$ cat src/rtl/kpsd_pkg.sv
package kpsd_pkg;

  localparam int unsigned ADDR_W = 16;

  // register indices; byte address is four times the index
  localparam logic [13:0] IDX_RUN_SLOT_1  = 14'h0f0a;
  localparam logic [13:0] IDX_RUN_SLOT_2  = 14'h0f0b;
  localparam logic [13:0] IDX_RUN_SLOT_3  = 14'h0f0c;
  localparam logic [13:0] IDX_RUN_SLOT_4  = 14'h0f0d;
  localparam logic [13:0] IDX_RUN_SLOT_5  = 14'h0f0e;
  localparam logic [13:0] IDX_STOP_SLOT_1 = 14'h0f0f;
  localparam logic [13:0] IDX_STOP_SLOT_2 = 14'h0f10;
  localparam logic [13:0] IDX_STOP_SLOT_3 = 14'h0f11;
  localparam logic [13:0] IDX_STOP_SLOT_4 = 14'h0f12;
  localparam logic [13:0] IDX_STOP_SLOT_5 = 14'h0f13;
  localparam logic [13:0] IDX_EDIT_STATUS = 14'h0f20;

  localparam int unsigned SLOTS     = 5;
  localparam logic [3:0]  STOP_BASE = 4'h5;

  // slot reset values, slot 0 = running slot 1 ... slot 9 = stop slot 5
  localparam logic [9:0][5:0] SLOT_RESET = {6'h00, 6'h1a, 6'h14, 6'h08, 6'h03,
                                            6'h08, 6'h06, 6'h07, 6'h04, 6'h05};

  // one bit per legal item code 0..63
  localparam logic [63:0] ITEM_VALID = 64'hfe01_617f_ee1f_ffff;

  localparam logic [15:0] GROUP_STEP = 16'h0100;
  localparam logic [15:0] PARAM_STEP = 16'h0001;

  localparam logic [1:0] RESP_OKAY   = 2'h0;
  localparam logic [1:0] RESP_SLVERR = 2'h2;
  localparam logic [1:0] RESP_DECERR = 2'h3;

  typedef enum logic [1:0] {MENU_MONITOR, MENU_GROUP, MENU_PARAM, MENU_EDIT} kpsd_menu_type;

  typedef struct packed {
    logic shift;
    logic confirm;
    logic program_escape_key;
    logic up;
    logic down;
  } kpsd_keys_type;

  typedef struct packed {
    logic unchangeable;
    logic stop_only;
    logic password_active;
  } kpsd_guard_type;

  typedef struct packed {
    logic [9:0][5:0] slot;
    logic [2:0]      ptr;
    logic            run_prev;
    logic [5:0]      disp_item;
    kpsd_menu_type   menu;
    logic [15:0]     param_idx;
    logic [15:0]     pending;
    logic            blink;
    logic            commit;
    logic [15:0]     commit_idx;
    logic [15:0]     commit_val;
    logic            aw_hold;
    logic [13:0]     aw_idx;
    logic            w_hold;
    logic [15:0]     w_data;
    logic [1:0]      w_strb;
    logic            bvalid;
    logic [1:0]      bresp;
    logic            rvalid;
    logic [31:0]     rdata;
    logic [1:0]      rresp;
  } kpsd_state_type;

  localparam kpsd_state_type STATE_RESET = '{slot: SLOT_RESET, menu: MENU_MONITOR, default: '0};

endpackage

$ cat src/rtl/kpsd_top.sv
// Decided for this implementation: the AXI4-Lite slave port.
`timescale 1ns/1ps
// Notes on behaviour
// - shift key advances to next listed quantity
// - running defaults: running, given, current, voltage, bus
// - stopped defaults: set freq, bus, analog, potentiometer
// - five running slots select items by code
// - five stopped slots share the code set
// - codes 0..13 are base quantities
// - codes 14..18 are status, temperatures, digital states
// - codes 19,20,25,26,27 are analog quantities
// - codes 29..33 pulse, separation, communication values
// - codes 34..38 PID, 40,45,46,48 extras
// - codes 57..63 times and energy halves
// - confirm commits, returns, selects next parameter
// - program key discards edit and returns
// - value blinks only when parameter is writable
// - unchangeable parameters are never edited
// - stop-only parameters refused while running
// - active password refuses panel edits
// - verify mode lists only changed parameters
module kpsd_top (
  input  wire logic                     aclk,
  input  wire logic                     aresetn,
  input  wire logic                     clk_en,
  input  wire logic [15:0]              s_axi_awaddr,
  input  wire logic                     s_axi_awvalid,
  output logic                          s_axi_awready,
  input  wire logic [31:0]              s_axi_wdata,
  input  wire logic [3:0]               s_axi_wstrb,
  input  wire logic                     s_axi_wvalid,
  output logic                          s_axi_wready,
  output logic [1:0]                    s_axi_bresp,
  output logic                          s_axi_bvalid,
  input  wire logic                     s_axi_bready,
  input  wire logic [15:0]              s_axi_araddr,
  input  wire logic                     s_axi_arvalid,
  output logic                          s_axi_arready,
  output logic [31:0]                   s_axi_rdata,
  output logic [1:0]                    s_axi_rresp,
  output logic                          s_axi_rvalid,
  input  wire logic                     s_axi_rready,
  input  wire kpsd_pkg::kpsd_keys_type  keys,
  input  wire kpsd_pkg::kpsd_guard_type guard,
  input  wire logic                     drive_running,
  input  wire logic                     verify_menu,
  input  wire logic                     param_differs,
  input  wire logic [15:0]              param_value,
  output logic [5:0]                    disp_item,
  output logic [2:0]                    disp_slot,
  output kpsd_pkg::kpsd_menu_type       menu_level,
  output logic [15:0]                   param_index,
  output logic [15:0]                   edit_value,
  output logic                          value_blink,
  output logic                          commit_pulse,
  output logic [15:0]                   commit_index,
  output logic [15:0]                   commit_value
);

  kpsd_pkg::kpsd_state_type s_q;
  kpsd_pkg::kpsd_state_type s_d;

  logic            writable;
  logic [3:0]      base;
  logic [4:0][5:0] act;
  logic            any_nz;
  logic [2:0]      next_ptr;
  logic [13:0]     ar_idx;

  // next non-empty slot after cur, wrapping; stays put when none is set
  function automatic logic [2:0] next_slot(input logic [2:0] cur, input logic [4:0][5:0] c);
    logic [2:0] r;
    logic       found;
    logic [2:0] k;
    r = cur;
    found = 1'b0;
    for (int i = 1; i <= 5; i++) begin
      k = 3'((int'(cur) + i) % 5);
      if (!found && c[k] != 6'h00) begin
        r = k;
        found = 1'b1;
      end
    end
    return r;
  endfunction

  // writes of codes outside the table leave the slot unchanged
  function automatic logic legal_code(input logic [15:0] v);
    return (v[15:6] == 10'h000) && kpsd_pkg::ITEM_VALID[v[5:0]];
  endfunction

  assign base = drive_running ? kpsd_pkg::STOP_BASE - kpsd_pkg::STOP_BASE : kpsd_pkg::STOP_BASE;

  generate
    for (genvar g = 0; g < kpsd_pkg::SLOTS; g++) begin : g_act
      assign act[g] = s_q.slot[4'(g) + base];
    end
  endgenerate

  assign any_nz   = |act;
  assign next_ptr = next_slot(s_q.ptr, act);

  // write refusal causes are checked together with the drive state
  assign writable = !guard.unchangeable
                    && !(guard.stop_only && drive_running)
                    && !guard.password_active;

  assign ar_idx = s_axi_araddr[15:2];

  always_comb begin
    logic [3:0]  widx;
    logic [15:0] wv;
    s_d  = s_q;
    widx = 4'h0;
    wv   = 16'h0000;
    s_d.commit = 1'b0;

    // display list
    if (s_q.run_prev != drive_running) begin
      s_d.ptr = next_slot(3'h4, act);
    end else if (keys.shift && s_q.menu == kpsd_pkg::MENU_MONITOR) begin
      s_d.ptr = next_ptr;
    end
    s_d.run_prev  = drive_running;
    s_d.disp_item = act[s_d.ptr];

    // menu walk
    unique case (s_q.menu)
      kpsd_pkg::MENU_MONITOR: begin
        if (keys.program_escape_key) begin
          s_d.menu = verify_menu ? kpsd_pkg::MENU_PARAM : kpsd_pkg::MENU_GROUP;
        end
      end
      kpsd_pkg::MENU_GROUP: begin
        if (verify_menu) begin
          s_d.menu = kpsd_pkg::MENU_PARAM;
        end else if (keys.program_escape_key) begin
          s_d.menu = kpsd_pkg::MENU_MONITOR;
        end else if (keys.confirm) begin
          s_d.menu = kpsd_pkg::MENU_PARAM;
        end else if (keys.up) begin
          s_d.param_idx = s_q.param_idx + kpsd_pkg::GROUP_STEP;
        end else if (keys.down) begin
          s_d.param_idx = s_q.param_idx - kpsd_pkg::GROUP_STEP;
        end
      end
      kpsd_pkg::MENU_PARAM: begin
        if (keys.program_escape_key) begin
          s_d.menu = verify_menu ? kpsd_pkg::MENU_MONITOR : kpsd_pkg::MENU_GROUP;
        end else if (verify_menu && !param_differs) begin
          // unchanged parameters are stepped over, one per cycle
          s_d.param_idx = s_q.param_idx + kpsd_pkg::PARAM_STEP;
        end else if (keys.confirm) begin
          s_d.menu    = kpsd_pkg::MENU_EDIT;
          s_d.pending = param_value;
        end else if (keys.up) begin
          s_d.param_idx = s_q.param_idx + kpsd_pkg::PARAM_STEP;
        end else if (keys.down) begin
          s_d.param_idx = s_q.param_idx - kpsd_pkg::PARAM_STEP;
        end
      end
      kpsd_pkg::MENU_EDIT: begin
        if (keys.confirm) begin
          // a refused value is not stored, but the walk still moves on
          s_d.commit     = writable;
          s_d.commit_idx = s_q.param_idx;
          s_d.commit_val = s_q.pending;
          s_d.menu       = kpsd_pkg::MENU_PARAM;
          s_d.param_idx  = s_q.param_idx + kpsd_pkg::PARAM_STEP;
        end else if (keys.program_escape_key) begin
          s_d.menu = kpsd_pkg::MENU_PARAM;
        end else if (writable && keys.up) begin
          s_d.pending = s_q.pending + 16'h0001;
        end else if (writable && keys.down) begin
          s_d.pending = s_q.pending - 16'h0001;
        end
      end
    endcase
    s_d.blink = (s_d.menu == kpsd_pkg::MENU_EDIT) && writable;

    // register bus: address and data may arrive in either order
    if (s_axi_awvalid && s_axi_awready) begin
      s_d.aw_hold = 1'b1;
      s_d.aw_idx  = s_axi_awaddr[15:2];
    end
    if (s_axi_wvalid && s_axi_wready) begin
      s_d.w_hold = 1'b1;
      s_d.w_data = s_axi_wdata[15:0];
      s_d.w_strb = s_axi_wstrb[1:0];
    end
    if (s_q.aw_hold && s_q.w_hold) begin
      s_d.aw_hold = 1'b0;
      s_d.w_hold  = 1'b0;
      s_d.bvalid  = 1'b1;
      s_d.bresp   = kpsd_pkg::RESP_DECERR;
      if (s_q.aw_idx >= kpsd_pkg::IDX_RUN_SLOT_1 && s_q.aw_idx <= kpsd_pkg::IDX_STOP_SLOT_5) begin
        widx = 4'(s_q.aw_idx - kpsd_pkg::IDX_RUN_SLOT_1);
        wv   = {10'h000, s_q.slot[widx]};
        if (s_q.w_strb[0]) begin
          wv[7:0] = s_q.w_data[7:0];
        end
        if (s_q.w_strb[1]) begin
          wv[15:8] = s_q.w_data[15:8];
        end
        if (legal_code(wv)) begin
          s_d.slot[widx] = wv[5:0];
          s_d.bresp      = kpsd_pkg::RESP_OKAY;
        end else begin
          s_d.bresp = kpsd_pkg::RESP_SLVERR;
        end
      end else if (s_q.aw_idx == kpsd_pkg::IDX_EDIT_STATUS) begin
        s_d.bresp = kpsd_pkg::RESP_OKAY;
      end
    end
    if (s_q.bvalid && s_axi_bready) begin
      s_d.bvalid = 1'b0;
    end

    if (s_axi_arvalid && s_axi_arready) begin
      s_d.rvalid = 1'b1;
      s_d.rresp  = kpsd_pkg::RESP_OKAY;
      s_d.rdata  = 32'h0000_0000;
      if (ar_idx >= kpsd_pkg::IDX_RUN_SLOT_1 && ar_idx <= kpsd_pkg::IDX_STOP_SLOT_5) begin
        s_d.rdata[5:0] = s_q.slot[4'(ar_idx - kpsd_pkg::IDX_RUN_SLOT_1)];
      end else if (ar_idx == kpsd_pkg::IDX_EDIT_STATUS) begin
        s_d.rdata[15:0] = {s_q.param_idx[7:0], writable, drive_running, s_q.blink,
                           s_q.ptr, s_q.menu};
      end else begin
        s_d.rresp = kpsd_pkg::RESP_DECERR;
      end
    end else if (s_q.rvalid && s_axi_rready) begin
      s_d.rvalid = 1'b0;
    end
  end

  // reset wins over the clock enable so the slot defaults always load
  always_ff @(posedge aclk) begin
    if (!aresetn) begin
      s_q <= kpsd_pkg::STATE_RESET;
    end else if (clk_en) begin
      s_q <= s_d;
    end
  end

  assign s_axi_awready = !s_q.aw_hold && !s_q.bvalid && clk_en;
  assign s_axi_wready  = !s_q.w_hold && !s_q.bvalid && clk_en;
  assign s_axi_arready = !s_q.rvalid && clk_en;
  assign s_axi_bvalid  = s_q.bvalid;
  assign s_axi_bresp   = s_q.bresp;
  assign s_axi_rvalid  = s_q.rvalid;
  assign s_axi_rdata   = s_q.rdata;
  assign s_axi_rresp   = s_q.rresp;
  assign disp_item     = s_q.disp_item;
  assign disp_slot     = s_q.ptr;
  assign menu_level    = s_q.menu;
  assign param_index   = s_q.param_idx;
  assign edit_value    = s_q.pending;
  assign value_blink   = s_q.blink;
  assign commit_pulse  = s_q.commit;
  assign commit_index  = s_q.commit_idx;
  assign commit_value  = s_q.commit_val;
endmodule

$ cat config.mk
export PLATFORM = sky130hd
export DESIGN_NAME = kpsd_top
export DESIGN_NICKNAME = d
export VERILOG_FILES = /design/src/rtl/kpsd_pkg.sv /design/src/rtl/kpsd_top.sv
export SDC_FILE = /design/constraint.sdc
export NUM_CORES = 1
export LEC_CHECK = 0
export ABC_AREA = 1
export ABC_CLOCK_PERIOD_IN_PS = 13200
export BUFFER_PORTS_ARGS = -buffer_cell sky130_fd_sc_hd__buf_2
export CAP_MARGIN = 15
export CELL_PAD_IN_SITES_DETAIL_PLACEMENT = 0
export CELL_PAD_IN_SITES_GLOBAL_PLACEMENT = 2
export CORE_ASPECT_RATIO = 0.7
export CORE_MARGIN = 1.5
export CORE_UTILIZATION = 34
export CTS_CLUSTER_SIZE = 12
export DETAILED_ROUTE_END_ITERATION = 8
export GPL_TIMING_DRIVEN = 1
export PLACE_DENSITY = 0.88
export SLEW_MARGIN = 20
export SYNTH_ARGS = -nofsm -noshare
export SYNTH_HDL_FRONTEND = slang
export SYNTH_SLANG_ARGS = --single-unit
$ cat constraint.sdc
create_clock -name aclk -period 13.2 [get_ports aclk]
set_input_delay 1.98 -clock aclk [delete_from_list [all_inputs] [get_ports aclk]]
set_output_delay 1.98 -clock aclk [all_outputs]
set_load 0.01 [all_outputs]
# Word-level counts from Yosys, hierarchy flattened
# Memory sizes are Yosys's and may differ from the RTL's.
# Cells that the tools add are included.
# word_totals
n_memories,1
register_bits,194
out_inout_bits,118
wordCells,279
romBits,64
# mem_list
memory,words,width,read_ports,rd_ports_with_merged_regs,wr,line_no,text
(no name shown),64,1,1,0,0,kpsd_top.sv:89,return (v[15:6] == 10'h000) && kpsd_pkg::ITEM_VALID[v[5:0]];
# op_classes
muxes,110
reduce_logical,77
addsub,17
n_eq_ne,20
magnitude_cmp,19
div_mod_pow,5
# ops
cell,n
$mux 16,17
$bmux 6 s4,7
$mod 32x4->32 const B,5
$bmux 6 s3,6
$mux 6,15
$mux 33,2
$bwmux 60,1
$reduce_bool 6->1,10
$mux 8,6
$pmux 16 s3,1
$mux 3,14
$add 16x1->16 const B,2
$mux 32,1
$pmux 16 s2,1
$sub 16x1->16 const B,2
$logic_and 1x1->1,31
$lt 4x5->1 const B,6
$mux 2,15
$eq 14x12->1 const B,2
$ge 14x12->1 const B,2
$le 14x12->1 const B,2
$demux 6 s4,1
$lt 3x4->1 const B,6
$mux 1,19
32 further kinds,74

# Depth between registers and ports, before layout
# depth
word_depth,24
depth_mapped,36
mapped_depth_nobuf,34

# Worst setup path after synthesis
# Ideal clock, no wire load.
# synth_path
kind,input to register
start,input drive_running
end,register s_q (netlist bit edit_value[13])
setup_slack_ns,7.953
cell_stages,23
setup_ns,0.132
n_path_buf,3
required_time_ns,13.068
arrival_ns,5.115
cell_sequence,buf_6 > buf_8 > buf_12 > a211o_1 > inv_1 > nand2_1 > ha_1 > a21oi_1 > nand2_1 > a31oi_1 > nor2_1 > o21ai_0 > nand2_1 > nand2_1 > nand2_1 > a21oi_1 > o21ai_0 > a21oi_1 > nor2_1 > nor2_1 > xor2_1 > o21ai_0 > a21oi_1
# synth_via
elab_chain_len,9
# synth_lines
item,line_no,text
"start, declared",kpsd_top.sv:45,"input wire logic drive_running,"
$logic_and 1x1->1 (*),kpsd_top.sv:105,&& !(guard.stop_only && drive_running)
$logic_not 1->1 (*),kpsd_top.sv:105,
$logic_and 1x1->1 (*),kpsd_top.sv:105,
$logic_and 1x1->1 (*),kpsd_top.sv:106,&& !guard.password_active;
$logic_and 1x1->1,kpsd_top.sv:172,end else if (writable && keys.up) begin
$mux 16,kpsd_top.sv:172,
$mux 16,kpsd_top.sv:170,end else if (keys.program_escape_key) begin
$mux 16,kpsd_top.sv:163,if (keys.confirm) begin
$pmux 16 s2,kpsd_top.sv:128,unique case (s_q.menu)
"end signal, assigned",kpsd_top.sv:239,s_q <= kpsd_pkg::STATE_RESET;
"end, declared",kpsd_top.sv:60,kpsd_pkg::kpsd_state_type s_q;
# Mark *: on every way between the ends. The rest lies on a longest branch, timed or not. The select of a mux whose other input is x is not followed.
# A chain may end at the register's enable or synchronous reset.

# Worst setup path after layout
# Ends and elaborated chain as after synthesis.

==> qor.csv <==
stage,metric,value,unit
sta,fin_crit,5720,ps
final_layout,antenna_cells,0,
power,power.leakage,6.53,nW
sta,max_freq,175,MHz
final_layout,drive_gt1_frac,0.165,
final_layout,postLayoutCoreUtil,0.372,
setup_path,critPathRequiredTime,13580,ps
sta,skew,16.7,ps
setup_path,cp_num_cells,22,
power,p_sw_frac,0.365,
setup_path,crit_slowest_cell,ha_1,
grt,grt_max_degree,72,
setup_path,cp.arrival,6100,ps
sta,maxSlewHeadroom,0.354,
route,vias_per_cell,5.14,
floorplanning,die_area,0.0416,mm2
floorplanning,boundaryPins,221,
yosys,ys_warn_count,0,
final_layout,num-nets-final,2212,
sta,finalSetupViolCount,0,
sta,worst_slew_pin_slew,961,ps
route,ant_nets,0,
final_layout,area_growth,7.75,%
sta,rsz0062_at_grt,false,
floorplanning,fp.dieH,171,um
yosys,ys.flop_type,dfxtp_1,
yosys,async_flop_share,0,
grt,antenna_found_initial,0,
final_layout,multi_input_area,0.00781,mm2
power,combPwrFrac,0.294,
sta,final-hold-violation-count,0,
floorplanning,fp.dieW,243,um
setup_path,crit_chain,buf_2 > buf_4 > a211o_1 > inv_1 > nand2_1 > ha_1 > a21oi_1 > nand2_1 > a31oi_1 > nor2_1 > o21ai_0 > nand2_1 > nand2_1 > nand2_1 > a21oi_1 > o21ai_0 > a21oi_1 > nor2_1 > nor2_1 > xor2_1 > o21ai_0 > a21oi_1,
setup_path,critical_path_buf_inv_count,3,
clock_tree,cts_resized,0,
setup_path,crit_type,in -> reg,
setup_path,r2r_cells,29,
sta,finalSetupTns,0,ps
sta,slew_viol_final,0,
power,switching_power,598,uW
route,vias,13360,
clock_tree,cts_hold_buf,0,
final_layout,fill_cells,4285,
setup_path,worst_path_dominant_cell_family,compound AO/OA/AOI/OAI gates,
yosys,netlist_area,0.0137,mm2
sta,fin_crit_sh,0.433,
yosys,avgSynthCellArea,6.84,um2
route,routed_wl,44900,um
setup_path,cp-start-kind,primary input,
floorplanning,coreArea,0.0398,mm2
floorplanning,fp-row-count,61,
job,cap_violations,0,
yosys,ys_seq_area_frac,0.282,
power,intPower,1.04,mW
route,drc,0,
grt,grt_usage,0.212,
clock_tree,cts_setup_buffers,0,
clock_tree,htreeDepth,4,
clock_tree,cts.sinks,193,
clock_tree,cts_made_buffers,17,
min_path,hold_path_class,reg -> reg,
route,drtIter0Drc,1161,
clock_tree,tritoncts,yes,
clock_tree,clock-root-buffer,clkbuf_16,
clock_tree,clock_latency,450,ps
placed_design,routabilityCongestion,0.913,
setup_path,crit_fanout,54,
power,clockPowerShare,0.326,
floorplanning,start_util,0.345,
yosys,synthCells,2006,
setup_path,critPathCaptureType,flop,
final_layout,layout.area.seq,0.00386,mm2
route,drtPass1Iterations,5,
power,finalPower,1.64,mW
power,vdd_ir_drop_max,74.1,uV
clock_tree,clk_pin_slew,80,ps
power,power.density,111,mW/mm2
grt,grt-ovfl-total,0,
grt,grt_pass1_wl,69600,um
setup_path,cp_common_cell,nand2_1,
setup_path,critPathMaxStageDelay,540,ps
yosys,synth-edff-count,0,
placed_design,io_buffers,182,
clock_tree,cts.path.max_buffers,2,
route,wl_per_cell,17.3,um
power,seqPwrFrac,0.380,
grt,grt_pass1_vias,12022,
yosys,synth_cell_types,70,
placed_design,dpl.hpwl,34100,um
outcome,status,completed,
min_path,whs_path_depth,2,
yosys,ys_ff_latch,193,
cells by family after synthesis:
kind of cell               count (synthesis)  share of synthesized area
other                                      1                   0.000273
adders and majority gates                 58                     0.0546
buffers and inverters                    407                      0.153
DFF                                      193                      0.282
AOI/OAI and AO/OA                        544                      0.229
muxes                                      2                    0.00146
and+or+nand+nor                          764                      0.255
xor gates and xnor gates                  37                     0.0236
path summary, 6_finish.rpt:
kind	startpoint	end	slack, ps
worst max-delay path	drive_running	edit_value[13]	7480
worst min-delay path	s_q[47]	s_q[47]	460
worst min register to register	s_q[47]	s_q[47]	460
worst max register to register	disp_slot[1]	disp_item[0]	7670
worst register-to-register path, delay by kind of cell, from the launching register on:
kind / cells / cell delay, ps
XOR/XNOR: 1 / 280
AND/OR/NAND/NOR: 18 / 1920
buffers and inverters: 3 / 710
AO/OA/AOI/OAI: 4 / 770
adder cells (fa/ha/maj): 3 / 1160
flip-flops: 1 / 620
layout by cell type, fill, tap and decap left out, types with 20 or more instances in the layout:
cell type,count
a21oi_1,210
xor2_1,34
nor2_1,164
dfxtp_1,193
buf_2,182
ha_1,55
o21ai_0,172
nand2_1,345
inv_2,20
nand3_1,134
inv_1,197
o21ai_1,23
nand2_2,27
o211ai_1,25
sequential cells by signal, summed over array words and instances, names as in the netlist, 3 cells and up:
name / cells
disp_slot: 3
s_q: 95
commit_value: 16
s_axi_rdata: 16
edit_value: 16
commit_index: 16
param_index: 16
disp_item: 6
per-stage QoR:
stage / instances / cell area (um2) / setup WS (ps) / hold slack, ps
final: 2599 / 14800 / 7480 / 459
after global routing: 2599 / 14800 / 6960 / 480
after CTS: 2599 / 14800 / 7500 / 461
after detailed placement: 2567 / 14200 / 7030 / 451
after global placement: 2567 / 14200 / 7040 / 445
after floorplan: 2021 / 13800 / 7950 / 430
metal layers:
layer / routed length (um) / vias to the layer above / share of wire / GRT usage
met4: 685 / 0 / 0.015 / 0.0505
met5: 0 / - / 0 / 0
met1: 22400 / 6231 / 0.50 / 0.313
li1: - / 6718 / - / -
met3: 2810 / 32 / 0.063 / 0.0373
met2: 19000 / 379 / 0.42 / 0.315
power by group through the flow:
| stage | Clock, mW | Sequential, mW | Combinational (mW) |
|---|---|---|---|
| finish | 0.533 | 0.622 | 0.481 |
| global route | 0.567 | 0.624 | 0.539 |
| detailed placement | 0 | 0.635 | 0.475 |
| CTS | 0.544 | 0.622 | 0.477 |
| global placement | 0 | 0.635 | 0.473 |
| floorplan | 0 | 0.626 | 0.374 |
layout make-up:
type	count	share of cell area
clock buffers	20	0.0302
clock inverters	12	0.00906
inverters	223	0.0572
multi-input cells	1421	0.528
flip-flops and latches	193	0.262
well taps	535	0.0453
repair buffers	195	0.0683
Yosys cell counts (9+ instances only):
| library cell | instances | area (um2) |
|---|---|---|
| o21ai_0 | 172 | 861 |
| clkbuf_1 | 51 | 191 |
| inv_2 | 20 | 75.1 |
| dfxtp_1 | 193 | 3860 |
| nor4_1 | 11 | 68.8 |
| a31oi_1 | 13 | 81.3 |
| nor2_1 | 164 | 616 |
| o21ai_1 | 23 | 115 |
| o211ai_1 | 25 | 188 |
| o22ai_1 | 15 | 93.8 |
| xor2_1 | 34 | 298 |
| a22oi_1 | 9 | 67.6 |
| a21oi_1 | 210 | 1050 |
| nand4_1 | 17 | 106 |
| inv_1 | 198 | 743 |
| nand2_2 | 27 | 169 |
| ha_1 | 55 | 688 |
| buf_4 | 113 | 848 |
| a211oi_1 | 15 | 113 |
| nor3_1 | 17 | 85.1 |
| nand3_1 | 134 | 671 |
| nand2_1 | 345 | 1290 |
| nor2_4 | 11 | 124 |
Note: power is estimated with default switching activity, not from simulation.
